**src/logic/pfsws_pkg.sv**
```systemverilog
package pfsws_pkg;

  // ***************************************************************
  // register byte offsets
  // ***************************************************************
  localparam logic [7:0] PFSWS_OFF_ADDR_LO = 8'h00;
  localparam logic [7:0] PFSWS_OFF_ADDR_HI = 8'h04;
  localparam logic [7:0] PFSWS_OFF_DATA_LO = 8'h08;
  localparam logic [7:0] PFSWS_OFF_DATA_HI = 8'h0C;
  localparam logic [7:0] PFSWS_OFF_CTRL    = 8'h10;
  localparam logic [7:0] PFSWS_OFF_UNLOCK  = 8'h14;
  localparam logic [7:0] PFSWS_OFF_STATUS  = 8'h18;

  // ***************************************************************
  // control and status register fields
  // ***************************************************************
  localparam int PFSWS_BIT_FETCH  = 0;
  localparam int PFSWS_BIT_PROG   = 1;
  localparam int PFSWS_BIT_ENABLE = 2;
  localparam int PFSWS_BIT_ABORT  = 3;
  localparam int PFSWS_BIT_SPACE  = 7;
  localparam int PFSWS_BIT_DONE   = 0;

  // ***************************************************************
  // reset values, unlock keys, timing
  // ***************************************************************
  localparam logic [7:0] PFSWS_RST_BYTE  = 8'h00;
  localparam logic [7:0] PFSWS_KEY_FIRST = 8'h55;
  localparam logic [7:0] PFSWS_KEY_SECND = 8'hAA;
  localparam logic [1:0] PFSWS_LAST_IDX  = 2'h3;
  localparam int PFSWS_READ_CYCLES  = 2;
  localparam int PFSWS_SETUP_CYCLES = 2;
  localparam int PFSWS_CLK_MHZ      = 50;
  localparam int PFSWS_ERASE_US     = 4000;
  localparam int PFSWS_ERASE_CYCLES = PFSWS_ERASE_US * PFSWS_CLK_MHZ;

  // ***************************************************************
  // protected regions, upper word address per protect code
  // ***************************************************************
  localparam logic [12:0] PFSWS_PROT_TOP_00 = 13'h0FFF;
  localparam logic [12:0] PFSWS_PROT_TOP_01 = 13'h07FF;
  localparam logic [12:0] PFSWS_PROT_TOP_10 = 13'h00FF;

  typedef enum logic [4:0] {
    PFSWS_ST_IDLE  = 5'b00001,
    PFSWS_ST_READ  = 5'b00010,
    PFSWS_ST_SETUP = 5'b00100,
    PFSWS_ST_ERASE = 5'b01000,
    PFSWS_ST_PROG  = 5'b10000
  } pfsws_state_t;

  typedef enum logic [2:0] {
    PFSWS_UL_IDLE  = 3'b001,
    PFSWS_UL_FIRST = 3'b010,
    PFSWS_UL_READY = 3'b100
  } pfsws_unlock_t;

endpackage

```
**src/logic/pfsws_sequencer.sv**
```systemverilog
// What this block does
// - read takes two cycles, squashing two instructions
// - read data lands next cycle, held until replaced
// - writes into protected segments never take effect
// - writes only as aligned four-word blocks
// - each block commit erases then programs
// - last word triggers erase and block write
// - two setup cycles after trigger, instructions ignored
// - first three words load without stalling
// - core halts for erase time, clocks keep running
// - execution resumes at third instruction after trigger
// - program sequence to unfit location is ignored
// - program enable cleared at power-up
// - no write starts while power-up timer runs
// - write needs enable plus completed unlock sequence
// - completion clears trigger and sets done flag
// - trigger needs enable; clearing enable later harmless
// - reset during write sets abort flag
// - unlock port stores nothing and reads zero
//
// The register offsets and the APB interface to the registers were decided locally.
`timescale 1ns/10ps
`default_nettype none

module pfsws_sequencer
  import pfsws_pkg::*;
#(
  parameter int ADDR_W       = 13,
  parameter int WORD_W       = 14,
  parameter int ERASE_CYCLES = PFSWS_ERASE_CYCLES
) (
  input  wire logic              pclk,
  input  wire logic              presetn,
  input  wire logic              psel,
  input  wire logic              penable,
  input  wire logic              pwrite,
  input  wire logic [7:0]        paddr,
  input  wire logic [31:0]       pwdata,
  output logic      [31:0]       prdata,
  output logic                   pready,
  output logic                   pslverr,
  input  wire logic [1:0]        protect_region_bits,
  input  wire logic              powerup_timer_busy,
  input  wire logic              core_reset_event,
  output logic                   core_squash,
  output logic                   core_halt,
  output logic      [ADDR_W-1:0] flash_addr,
  output logic                   flash_read_en,
  input  wire logic [WORD_W-1:0] flash_read_data,
  output logic                   flash_erase,
  output logic                   flash_write_en,
  output logic      [WORD_W-1:0] flash_write_data
);

  localparam int HI_W = WORD_W - 8;
  localparam int AH_W = ADDR_W - 8;
  localparam int CNT_W = $clog2(ERASE_CYCLES + 1);
  localparam logic [CNT_W-1:0] ERASE_LAST =
    CNT_W'(ERASE_CYCLES - 1);

  // ***************************************************************
  // state
  // ***************************************************************
  logic [7:0]        addr_low_reg;
  logic [AH_W-1:0]   addr_high_reg;
  logic [7:0]        data_low_reg;
  logic [HI_W-1:0]   data_high_reg;
  logic              space_select_reg;
  logic              program_enable_reg;
  logic              program_abort_reg;
  logic              program_trigger_reg;
  logic              fetch_trigger_reg;
  logic              completion_reg;
  pfsws_state_t      state_reg;
  pfsws_unlock_t     unlock_reg;
  logic [CNT_W-1:0]  count_reg;
  logic [WORD_W-1:0] buf_reg [4];
  logic [3:0]        loaded_reg;
  logic [AH_W+5:0]   block_reg;
  logic [1:0]        prog_idx_reg;

  logic              wr_acc;
  logic              rd_acc;
  logic [ADDR_W-1:0] word_addr;
  logic              ctrl_wr;
  logic              fetch_go;
  logic              prog_go;
  logic              commit_ok;
  logic              seq_done;

  function automatic logic is_protected(input logic [1:0]        code,
                                        input logic [ADDR_W-1:0] a);
    logic [12:0] top;
    top = 13'h0000;
    case (code)
      2'b00:   top = PFSWS_PROT_TOP_00;
      2'b01:   top = PFSWS_PROT_TOP_01;
      2'b10:   top = PFSWS_PROT_TOP_10;
      default: top = 13'h0000;
    endcase
    return (code != 2'b11) && (a <= ADDR_W'(top));
  endfunction

  // ***************************************************************
  // bus decode
  // ***************************************************************
  assign pready    = 1'b1;
  assign wr_acc    = psel && penable && pwrite;
  assign rd_acc    = psel && penable && !pwrite;
  assign word_addr = {addr_high_reg, addr_low_reg};
  assign ctrl_wr   = wr_acc && (paddr == PFSWS_OFF_CTRL);

  always_comb begin
    pslverr = 1'b0;
    case (paddr)
      PFSWS_OFF_ADDR_LO, PFSWS_OFF_ADDR_HI, PFSWS_OFF_DATA_LO,
      PFSWS_OFF_DATA_HI, PFSWS_OFF_CTRL, PFSWS_OFF_UNLOCK,
      PFSWS_OFF_STATUS: pslverr = 1'b0;
      default:          pslverr = psel && penable;
    endcase
  end

  always_comb begin
    prdata = 32'h0000_0000;
    case (paddr)
      PFSWS_OFF_ADDR_LO: prdata[7:0] = addr_low_reg;
      PFSWS_OFF_ADDR_HI: prdata[AH_W-1:0] = addr_high_reg;
      PFSWS_OFF_DATA_LO: prdata[7:0] = data_low_reg;
      PFSWS_OFF_DATA_HI: prdata[HI_W-1:0] = data_high_reg;
      PFSWS_OFF_CTRL: begin
        prdata[PFSWS_BIT_SPACE]  = space_select_reg;
        prdata[PFSWS_BIT_ABORT]  = program_abort_reg;
        prdata[PFSWS_BIT_ENABLE] = program_enable_reg;
        prdata[PFSWS_BIT_PROG]   = program_trigger_reg;
        prdata[PFSWS_BIT_FETCH]  = fetch_trigger_reg;
      end
      PFSWS_OFF_STATUS: prdata[PFSWS_BIT_DONE] = completion_reg;
      default: prdata = 32'h0000_0000;
    endcase
  end

  // ***************************************************************
  // start conditions
  // ***************************************************************
  // trigger bits are set-only and only from idle, so a second
  // request during a busy sequence is simply dropped
  assign fetch_go = ctrl_wr && pwdata[PFSWS_BIT_FETCH] &&
                    pwdata[PFSWS_BIT_SPACE] &&
                    (state_reg == PFSWS_ST_IDLE) &&
                    !program_trigger_reg;
  assign prog_go  = ctrl_wr && pwdata[PFSWS_BIT_PROG] &&
                    pwdata[PFSWS_BIT_SPACE] &&
                    program_enable_reg &&
                    (unlock_reg == PFSWS_UL_READY) &&
                    !powerup_timer_busy &&
                    (state_reg == PFSWS_ST_IDLE) &&
                    !fetch_trigger_reg;

  // commit only a full, same-block, unprotected buffer
  assign commit_ok = (prog_idx_reg == PFSWS_LAST_IDX) &&
                     (&loaded_reg[2:0]) &&
                     (block_reg == word_addr[ADDR_W-1:2]) &&
                     !is_protected(protect_region_bits,
                                   word_addr);
  assign seq_done  = (state_reg == PFSWS_ST_PROG) &&
                     (prog_idx_reg == PFSWS_LAST_IDX);

  // ***************************************************************
  // address and data registers
  // ***************************************************************
  always_ff @(posedge pclk or negedge presetn) begin
    if (!presetn) begin
      addr_low_reg  <= PFSWS_RST_BYTE;
      addr_high_reg <= '0;
    end else if (wr_acc && !core_halt) begin
      if (paddr == PFSWS_OFF_ADDR_LO) begin
        addr_low_reg <= pwdata[7:0];
      end
      if (paddr == PFSWS_OFF_ADDR_HI) begin
        addr_high_reg <= pwdata[AH_W-1:0];
      end
    end
  end

  always_ff @(posedge pclk or negedge presetn) begin
    if (!presetn) begin
      data_low_reg  <= PFSWS_RST_BYTE;
      data_high_reg <= '0;
    end else if (state_reg == PFSWS_ST_READ &&
                 count_reg == CNT_W'(PFSWS_READ_CYCLES - 1)) begin
      data_low_reg  <= flash_read_data[7:0];
      data_high_reg <= flash_read_data[WORD_W-1:8];
    end else if (wr_acc) begin
      if (paddr == PFSWS_OFF_DATA_LO) begin
        data_low_reg <= pwdata[7:0];
      end
      if (paddr == PFSWS_OFF_DATA_HI) begin
        data_high_reg <= pwdata[HI_W-1:0];
      end
    end
  end

  // ***************************************************************
  // control bits
  // ***************************************************************
  always_ff @(posedge pclk or negedge presetn) begin
    if (!presetn) begin
      space_select_reg   <= 1'b0;
      program_enable_reg <= 1'b0;
    end else if (ctrl_wr) begin
      // select frozen while a write runs; enable is not
      if (!program_trigger_reg) begin
        space_select_reg <= pwdata[PFSWS_BIT_SPACE];
      end
      program_enable_reg <= pwdata[PFSWS_BIT_ENABLE];
    end
  end

  always_ff @(posedge pclk or negedge presetn) begin
    if (!presetn) begin
      program_abort_reg <= 1'b0;
    end else if (core_reset_event && program_trigger_reg) begin
      program_abort_reg <= 1'b1;
    end else if (ctrl_wr) begin
      program_abort_reg <= pwdata[PFSWS_BIT_ABORT];
    end
  end

  always_ff @(posedge pclk or negedge presetn) begin
    if (!presetn) begin
      program_trigger_reg <= 1'b0;
    end else if (core_reset_event) begin
      program_trigger_reg <= 1'b0;
    end else if (prog_go) begin
      program_trigger_reg <= 1'b1;
    end else if (seq_done || (state_reg == PFSWS_ST_SETUP &&
                 count_reg == CNT_W'(PFSWS_SETUP_CYCLES - 1) &&
                 !commit_ok)) begin
      program_trigger_reg <= 1'b0;
    end
  end

  always_ff @(posedge pclk or negedge presetn) begin
    if (!presetn) begin
      fetch_trigger_reg <= 1'b0;
    end else if (fetch_go && !core_reset_event) begin
      fetch_trigger_reg <= 1'b1;
    end else if (core_reset_event || (state_reg == PFSWS_ST_READ &&
                 count_reg == CNT_W'(PFSWS_READ_CYCLES - 1))) begin
      fetch_trigger_reg <= 1'b0;
    end
  end

  // set beats a same-cycle write-one clear
  always_ff @(posedge pclk or negedge presetn) begin
    if (!presetn) begin
      completion_reg <= 1'b0;
    end else if (program_trigger_reg && !core_reset_event &&
                 (seq_done || (state_reg == PFSWS_ST_SETUP &&
                  count_reg == CNT_W'(PFSWS_SETUP_CYCLES - 1) &&
                  !commit_ok))) begin
      completion_reg <= 1'b1;
    end else if (wr_acc && paddr == PFSWS_OFF_STATUS &&
                 pwdata[PFSWS_BIT_DONE]) begin
      completion_reg <= 1'b0;
    end
  end

  // ***************************************************************
  // unlock detector
  // ***************************************************************
  // any other bus write in between drops the detector to idle
  always_ff @(posedge pclk or negedge presetn) begin
    if (!presetn) begin
      unlock_reg <= PFSWS_UL_IDLE;
    end else if (wr_acc) begin
      case (unlock_reg)
        PFSWS_UL_IDLE: begin
          if (paddr == PFSWS_OFF_UNLOCK &&
              pwdata[7:0] == PFSWS_KEY_FIRST) begin
            unlock_reg <= PFSWS_UL_FIRST;
          end
        end
        PFSWS_UL_FIRST: begin
          if (paddr == PFSWS_OFF_UNLOCK &&
              pwdata[7:0] == PFSWS_KEY_SECND) begin
            unlock_reg <= PFSWS_UL_READY;
          end else begin
            unlock_reg <= PFSWS_UL_IDLE;
          end
        end
        default: unlock_reg <= PFSWS_UL_IDLE;
      endcase
    end
  end

  // ***************************************************************
  // sequencer
  // ***************************************************************
  always_ff @(posedge pclk or negedge presetn) begin
    if (!presetn) begin
      state_reg    <= PFSWS_ST_IDLE;
      count_reg    <= '0;
      prog_idx_reg <= 2'h0;
    end else if (core_reset_event) begin
      state_reg <= PFSWS_ST_IDLE;
      count_reg <= '0;
    end else begin
      case (state_reg)
        PFSWS_ST_IDLE: begin
          count_reg <= '0;
          if (fetch_go) begin
            state_reg <= PFSWS_ST_READ;
          end else if (prog_go) begin
            state_reg    <= PFSWS_ST_SETUP;
            prog_idx_reg <= word_addr[1:0];
          end
        end
        PFSWS_ST_READ: begin
          count_reg <= count_reg + 1'b1;
          if (count_reg == CNT_W'(PFSWS_READ_CYCLES - 1)) begin
            state_reg <= PFSWS_ST_IDLE;
          end
        end
        PFSWS_ST_SETUP: begin
          count_reg <= count_reg + 1'b1;
          if (count_reg == CNT_W'(PFSWS_SETUP_CYCLES - 1)) begin
            count_reg <= '0;
            // only the last word stalls; others end here
            state_reg <= commit_ok ? PFSWS_ST_ERASE
                                   : PFSWS_ST_IDLE;
          end
        end
        PFSWS_ST_ERASE: begin
          count_reg <= count_reg + 1'b1;
          if (count_reg == ERASE_LAST) begin
            state_reg    <= PFSWS_ST_PROG;
            prog_idx_reg <= 2'h0;
          end
        end
        PFSWS_ST_PROG: begin
          prog_idx_reg <= prog_idx_reg + 1'b1;
          if (prog_idx_reg == PFSWS_LAST_IDX) begin
            state_reg <= PFSWS_ST_IDLE;
          end
        end
        default: state_reg <= PFSWS_ST_IDLE;
      endcase
    end
  end

  // ***************************************************************
  // block buffer
  // ***************************************************************
  always_ff @(posedge pclk or negedge presetn) begin
    if (!presetn) begin
      loaded_reg <= 4'h0;
      block_reg  <= '0;
      for (int i = 0; i < 4; i++) begin
        buf_reg[i] <= '0;
      end
    end else if (state_reg == PFSWS_ST_SETUP && count_reg == '0) begin
      buf_reg[prog_idx_reg] <= {data_high_reg, data_low_reg};
      if (prog_idx_reg == 2'h0) begin
        loaded_reg <= 4'h1;
        block_reg  <= word_addr[ADDR_W-1:2];
      end else if (block_reg == word_addr[ADDR_W-1:2] &&
                   loaded_reg[prog_idx_reg - 1'b1]) begin
        loaded_reg[prog_idx_reg] <= 1'b1;
      end else begin
        loaded_reg <= 4'h0;
      end
    end else if (seq_done) begin
      loaded_reg <= 4'h0;
    end
  end

  // ***************************************************************
  // core and flash outputs
  // ***************************************************************
  // squash covers the two instructions after either trigger
  assign core_squash = (state_reg == PFSWS_ST_READ) ||
                       (state_reg == PFSWS_ST_SETUP);
  // clocks keep running; only instruction issue stops
  assign core_halt   = (state_reg == PFSWS_ST_ERASE) ||
                       (state_reg == PFSWS_ST_PROG) || flash_write_en;

  always_ff @(posedge pclk or negedge presetn) begin
    if (!presetn) begin
      flash_addr       <= '0;
      flash_read_en    <= 1'b0;
      flash_erase      <= 1'b0;
      flash_write_en   <= 1'b0;
      flash_write_data <= '0;
    end else begin
      flash_read_en  <= fetch_go;
      flash_erase    <= (state_reg == PFSWS_ST_SETUP) &&
                        (count_reg == CNT_W'(PFSWS_SETUP_CYCLES - 1)) &&
                        commit_ok && !core_reset_event;
      flash_write_en <= (state_reg == PFSWS_ST_PROG) &&
                        !core_reset_event;
      if (fetch_go) begin
        flash_addr <= word_addr;
      end else if (state_reg == PFSWS_ST_SETUP) begin
        flash_addr <= {word_addr[ADDR_W-1:2], 2'h0};
      end else if (state_reg == PFSWS_ST_PROG) begin
        flash_addr       <= {block_reg, prog_idx_reg};
        flash_write_data <= buf_reg[prog_idx_reg];
      end
    end
  end

endmodule

`default_nettype wire
```
**config.mk**
```make
export PLATFORM = sky130hd
export DESIGN_NAME = pfsws_sequencer
export DESIGN_NICKNAME = d
export VERILOG_FILES = /design/src/logic/pfsws_pkg.sv /design/src/logic/pfsws_sequencer.sv
export SDC_FILE = /design/constraint.sdc
export NUM_CORES = 1
export LEC_CHECK = 0
export BUFFER_PORTS_ARGS = -buffer_cell sky130_fd_sc_hd__buf_2
export CAP_MARGIN = 20
export CORE_AREA = 2 2 173 175
export DETAILED_ROUTE_END_ITERATION = 8
export DIE_AREA = 0 0 175 177
export GPL_ROUTABILITY_DRIVEN = 0
export SETUP_SLACK_MARGIN = 0.1
export SKIP_CTS_REPAIR_TIMING = 1
export SYNTH_ARGS = -nofsm -noshare
export SYNTH_HDL_FRONTEND = slang
export SYNTH_SLANG_ARGS = --single-unit
```
**constraint.sdc**
```tcl
create_clock -name pclk -period 2.6 [get_ports pclk]
set_input_delay 0.26 -clock pclk [delete_from_list [all_inputs] [get_ports pclk]]
set_output_delay 0.26 -clock pclk [all_outputs]
set_load 0.02 [all_outputs]
```
## Word-level counts from Yosys, hierarchy flattened

Index checks and enable logic that the tools add are counted.

| word-level totals | value |
|---|---|
| bits of input ports | 63 |
| bits in registers | 162 |
| latch bits | 0 |
| bits in writable memories | 0 |
| memories kept | 0 |
| word-level logic and storage cells | 209 |
| memory bits (read-only) | 0 |

| operators by class | value |
|---|---|
| add/subtract/negate cells | 3 |
| $mul | 0 |
| reductions and logical operators | 78 |
| bitwise gates (word level) | 6 |
| multiplexer cells | 59 |
| div/mod/pow operators | 0 |
| shifts and indexed selects | 0 |
| eq/ne operators | 32 |
| $lt $le $gt $ge | 6 |

Operators by type and width:

| kind | number |
|---|---|
| bitwise mux 56 bit | 1 |
| one-hot mux 18 bit (3 select lines) | 1 |
| 2-to-1 mux 14 bit | 3 |
| 2-to-1 mux 13 bit | 3 |
| logical AND 1 bit | 38 |
| 2-to-1 mux 18 bit | 2 |
| one-hot mux 12 bit (3 select lines) | 1 |
| 2-to-1 mux 5 bit | 7 |
| binary-select mux 14 bit (select 2 bit) | 1 |
| demux 14 bit (select 2 bit) | 1 |
| one-hot mux 5 bit (5 select lines) | 1 |
| equality test 8 x 5 -> 1 bit (second input constant) | 3 |
| 2-to-1 mux 8 bit | 3 |
| 2-to-1 mux 4 bit | 5 |
| adder 18 x 1 -> 18 bit (second input constant) | 1 |
| equality test 18 x 1 -> 1 bit (second input constant) | 1 |
| equality test 18 bit (second input constant) | 1 |
| zero test 18 bit | 1 |
| 2-to-1 mux 6 bit | 3 |
| equality test 8 x 4 -> 1 bit (second input constant) | 2 |
| one-hot mux 3 bit (5 select lines) | 1 |
| AND reduction 2 bit | 7 |
| nonzero test 2 bit | 7 |
| less-or-equal comparator 13 bit | 1 |
| other kinds (47) | 89 |

## Depth between registers and ports, before layout

| logic depth | value |
|---|---|
| word-level depth | 14 |
| mapped depth | 10 |

## Worst setup path before layout

Ideal clock, no wire load.

| path | value |
|---|---|
| path type | register -> register |
| from | register prog_idx_reg[0] |
| to | register loaded_reg[1] |
| data required time | 2.474 ns |
| path slack | -0.051 ns |
| library setup time | 0.126 ns |
| stages on the path, launching flop included | 9 |
| data arrival time | 2.525 ns |
| clock period less this slack | 2.651 ns |
| cell sequence | dfrtp_1 buf_2 clkbuf_1 inv_1 ha_1 mux4_2 and3_1 a21oi_1 nor2_1 |

| between the ends | value |
|---|---|
| longest elaborated chain between the ends | 8 |
| elaborated cells on any way between the ends | 17 |
| classes of those cells | add/sub (1); order compare (2); eq/ne (1); mux (7); bitwise (1); reduce/logical (5) |

Ends and longest elaborated chain:

| item | RTL line | text |
|---|---|---|
| from (decl) | pfsws_sequencer.sv:80 | `logic [1:0] prog_idx_reg;` |
| from (signal assigned) | pfsws_sequencer.sv:316 | `prog_idx_reg <= word_addr[1:0];` |
| from (signal assigned) | pfsws_sequencer.sv:342 | `prog_idx_reg <= prog_idx_reg + 1'b1;` |
| < comparator 2 x 3 -> 1 bit (not written as such) or >= comparator 2 x 1 -> 1 bit (tied branches) | pfsws_sequencer.sv:369 | `loaded_reg[prog_idx_reg] <= 1'b1;` |
| logical AND 1 bit (not written as such) | pfsws_sequencer.sv:369 |  |
| 2-to-1 mux 1 bit (not written as such) | pfsws_sequencer.sv:369 |  |
| demux 1 bit (select 2 bit) | pfsws_sequencer.sv:369 |  |
| OR 4 bit (no source line) | - |  |
| 2-to-1 mux 4 bit | pfsws_sequencer.sv:367 | `end else if (block_reg == word_addr[ADDR_W-1:2] &&` |
| 2-to-1 mux 4 bit | pfsws_sequencer.sv:364 | `if (prog_idx_reg == 2'h0) begin` |
| 2-to-1 mux 4 bit | pfsws_sequencer.sv:362 | `end else if (state_reg == PFSWS_ST_SETUP && count_reg == '0) begin` |
| to (signal assigned) | pfsws_sequencer.sv:365 | `loaded_reg <= 4'h1;` |
| to (signal, indexed assignment) | pfsws_sequencer.sv:369 |  |
| to (signal assigned) | pfsws_sequencer.sv:371 | `loaded_reg <= 4'h0;` |
| to (decl) | pfsws_sequencer.sv:78 | `logic [3:0] loaded_reg;` |

Parallel ways exist; a longest one is shown, timed or not. The select of a mux whose other input is x is not followed.
A chain may end at the register's enable or synchronous reset.

## Worst setup path in the final report

| path | value |
|---|---|
| from | register state_reg[3] |
| to | register buf_reg[47] (netlist name) |

| between the ends | value |
|---|---|
| longest elaborated chain between the ends | 2 |

Ends and longest elaborated chain:

| item | RTL line | text |
|---|---|---|
| from (decl) | pfsws_sequencer.sv:74 | `pfsws_state_t state_reg;` |
| from (signal assigned) | pfsws_sequencer.sv:330 | `state_reg <= commit_ok ? PFSWS_ST_ERASE` |
| equality test 5 x 3 -> 1 bit | pfsws_sequencer.sv:362 |  |
| logical AND 1 bit | pfsws_sequencer.sv:362 |  |
| to (signal, indexed assignment) | pfsws_sequencer.sv:363 | `buf_reg[prog_idx_reg] <= {data_high_reg, data_low_reg};` |
| to (decl) | pfsws_sequencer.sv:77 | `logic [WORD_W-1:0] buf_reg [4];` |

No other way between the ends.

==> out/metrics.cfg <==
[run_status]
outcome = completed

[placed_design]
dp_hpwl_mm = 15.9
placed_cells_incl_taps = 1213
io_buffers = 79

[yosys]
netlist_top_cells_count = 160 x dfrtp_1, 75 x nand2_1, 51 x nor2_1
netlist_instances = 752
yosys_most_used_dff = dfrtp_1
synth_area_leaders = dfrtp_1 46%, mux2_4 8.5%, mux4_2 5.2%
async_reset_ff_share_pct = 100
ys_types = 63
synth.most_common_cell = dfrtp_1
ys_ff_latch = 162
yosysWarnings = 0
yosysSeqAreaShare_pct = 47.0
synth_area_per_cell_sq_um = 11.5
syn_area_sq_mm = 0.00862
yosysTopAreaCell = dfrtp_1
yosysTopAreaCellShare_pct = 46.4
synth-edff-count = 0

[global_routing]
grt_max_degree = 61
antenna_found_initial = 3
grt.overflow.total = 0
grt_first_pass_wirelength_mm = 35.2
grt_pass1_vias = 6100
gr-usage-all-layers_pct = 14.8

[setup_path]
rr_endpoint = buf_reg[47]
crit_fanout = 26
arrival_ns = 2.59
r2r-start = state_reg[3]
crit_path_start_kind = flip-flop
worstSetupEndpointType = flip-flop
critical_path_class = reg2reg
rrSetupSlack_ns = 0.32
reg2regPathDepth = 6
required_ns = 2.91

[worst_hold_path]
worstHoldPathType = in2reg
worstHoldStart = flash_read_data[2]
holdPathEnd = data_low_reg[2]
hold_depth = 3

[floorplan]
start_util_pct = 29.5
dieArea_sq_mm = 0.0310
pin_count = 129
rows = 63
die_w_microns = 175
fp.coreArea_sq_mm = 0.0292
die_y_microns = 177

[cells_and_area]
largest_reg_flops = 56
multi_input_area_sq_mm = 0.00418
final_cells = 1248
drive_gt1_share_pct = 27.2
n_fill_cell = 2890
nets = 920
fin_util_pct = 34.7
seq_area_sq_mm = 0.00406
area_growth_pct = 17.6

[pwr]
netSwitchingFraction_pct = 23.7
internal_power_w = 0.00431
combPwrFrac_pct = 5.5
cellPowerDensity_mw_per_mm2 = 557
power_switching_w = 0.00134
seqPwrFrac_pct = 45.8
leakage_nw = 4.88
power_frac_clock_pct = 48.7
vdd_drop_max_v = 0.000388

[route]
drt_first_pass_iters = 4
drtIter0Drc = 430
wirelength_mm = 22.2
dr_total_vias = 6076
wl_per_cell_microns = 17.8
ant_nets = 0
viasPerCell = 4.87
drcViolationCount = 0

[timing]
skew_ns = 0.0110
finalSetupViolations = 0
fin_tns_setup_ns = 0
min_period_over_period_pct = 87.6
rsz0062_at_grt = false
max_slew_margin_pct = 60.7
worst_pin_slew_ns = 0.590
period_minus_slack_ns = 2.28
slew_viol_final = 0
fmax_mhz = 439
finalHoldViolCount = 0

[clocking]
numCtsBuffers = 17
cts_max_path_buffers = 2
insertion_delay_ns = 0.43
cts-root-buf = clkbuf_16
cts.sinks = 162
h-tree-depth = 4
clkTransAtPathRegs_ns = 0.07
cts_tree = yes

[run]
drv_cap = 0

[placed cells by master (no fill, tap or decap), drive strengths merged, types with 25 or more instances in the layout]
| cell | n |
|---|---|
| a21oi | 33 |
| dfrtp | 160 |
| nand2 | 77 |
| nor2 | 54 |
| nand3 | 30 |
| buf | 111 |
| mux2 | 82 |
| conb | 25 |
[power by group through the flow]
stage | logic, W | registers, W | clock network [W]
after floorplan | 0.000188 | 0.00262 | 0
after global placement | 0.000311 | 0.00263 | 0
final | 0.000313 | 0.00259 | 0.00275
after CTS | 0.000316 | 0.00259 | 0.00281
after global routing | 0.000348 | 0.00259 | 0.00290
after detailed placement | 0.000314 | 0.00263 | 0
[worst max-delay path: stages, from the launching register on]
cell	delay, ns
dfrtp_1	0.47
nor2_2	0.18
and3_1	0.37
and4_4	0.34
and2_1	0.18
buf_12	0.25
mux2_1	0.34
[worst max-delay path by stage]
| stage | startpoint | to | slack, ns |
|---|---|---|---|
| final | state_reg[3] | buf_reg[47] | 0.32 |
| after global routing | state_reg[1] | count_reg[17] | 0.11 |
| after CTS | count_reg[0] | prog_idx_reg[0] | 0.28 |
| after detailed placement | protect_region_bits[1] | state_reg[0] | 0.18 |
| after global placement | protect_region_bits[1] | state_reg[3] | 0.21 |
| after floorplan | prog_idx_reg[1] | loaded_reg[1] | 0.13 |
[through the flow]
step	hold slack [ns]	setup WS (ns)	power, W	area (sq um)
finish	0.0806	0.323	0.00565	10100
CTS	-0.175	0.276	0.00571	10100
global placement	0.277	0.209	0.00294	9480
global route	0.0665	0.107	0.00584	10100
detailed placement	0.283	0.177	0.00295	9480
floorplan	-0.0356	0.125	0.00281	8710
[cell type report]
cell class / count / share of cell area [%]
Sequential cell: 162 / 40.0
Clock buffer: 19 / 4.37
Inverter: 12 / 0.444
Multi-Input combinational cell: 538 / 41.2
Tap cell: 390 / 4.81
Clock inverter: 13 / 1.94
Timing Repair Buffer: 112 / 7.17
Antenna cell: 2 / 0.0494
[logic make-up (layout without fill, tap and decap cells)]
group	after synthesis	after routing	share of synthesized area, %
AO/OA/AOI/OAI	91	91	6.73
XOR/XNOR	23	23	2.34
adder cells (fa/ha/maj)	14	14	2.03
buffers and inverters	75	156	5.59
flip-flops	162	162	47.0
multiplexers	122	122	20.4
other	2	27	0.0871
AND/OR/NAND/NOR	263	263	15.8
[layer usage]
layer	GRT usage [%]	wire, microns
met1	20.2	10100
met2	23.0	10200
met5	0	11
met4	5.76	535
met3	3.39	1410
(Power assumes the default switching activity.)
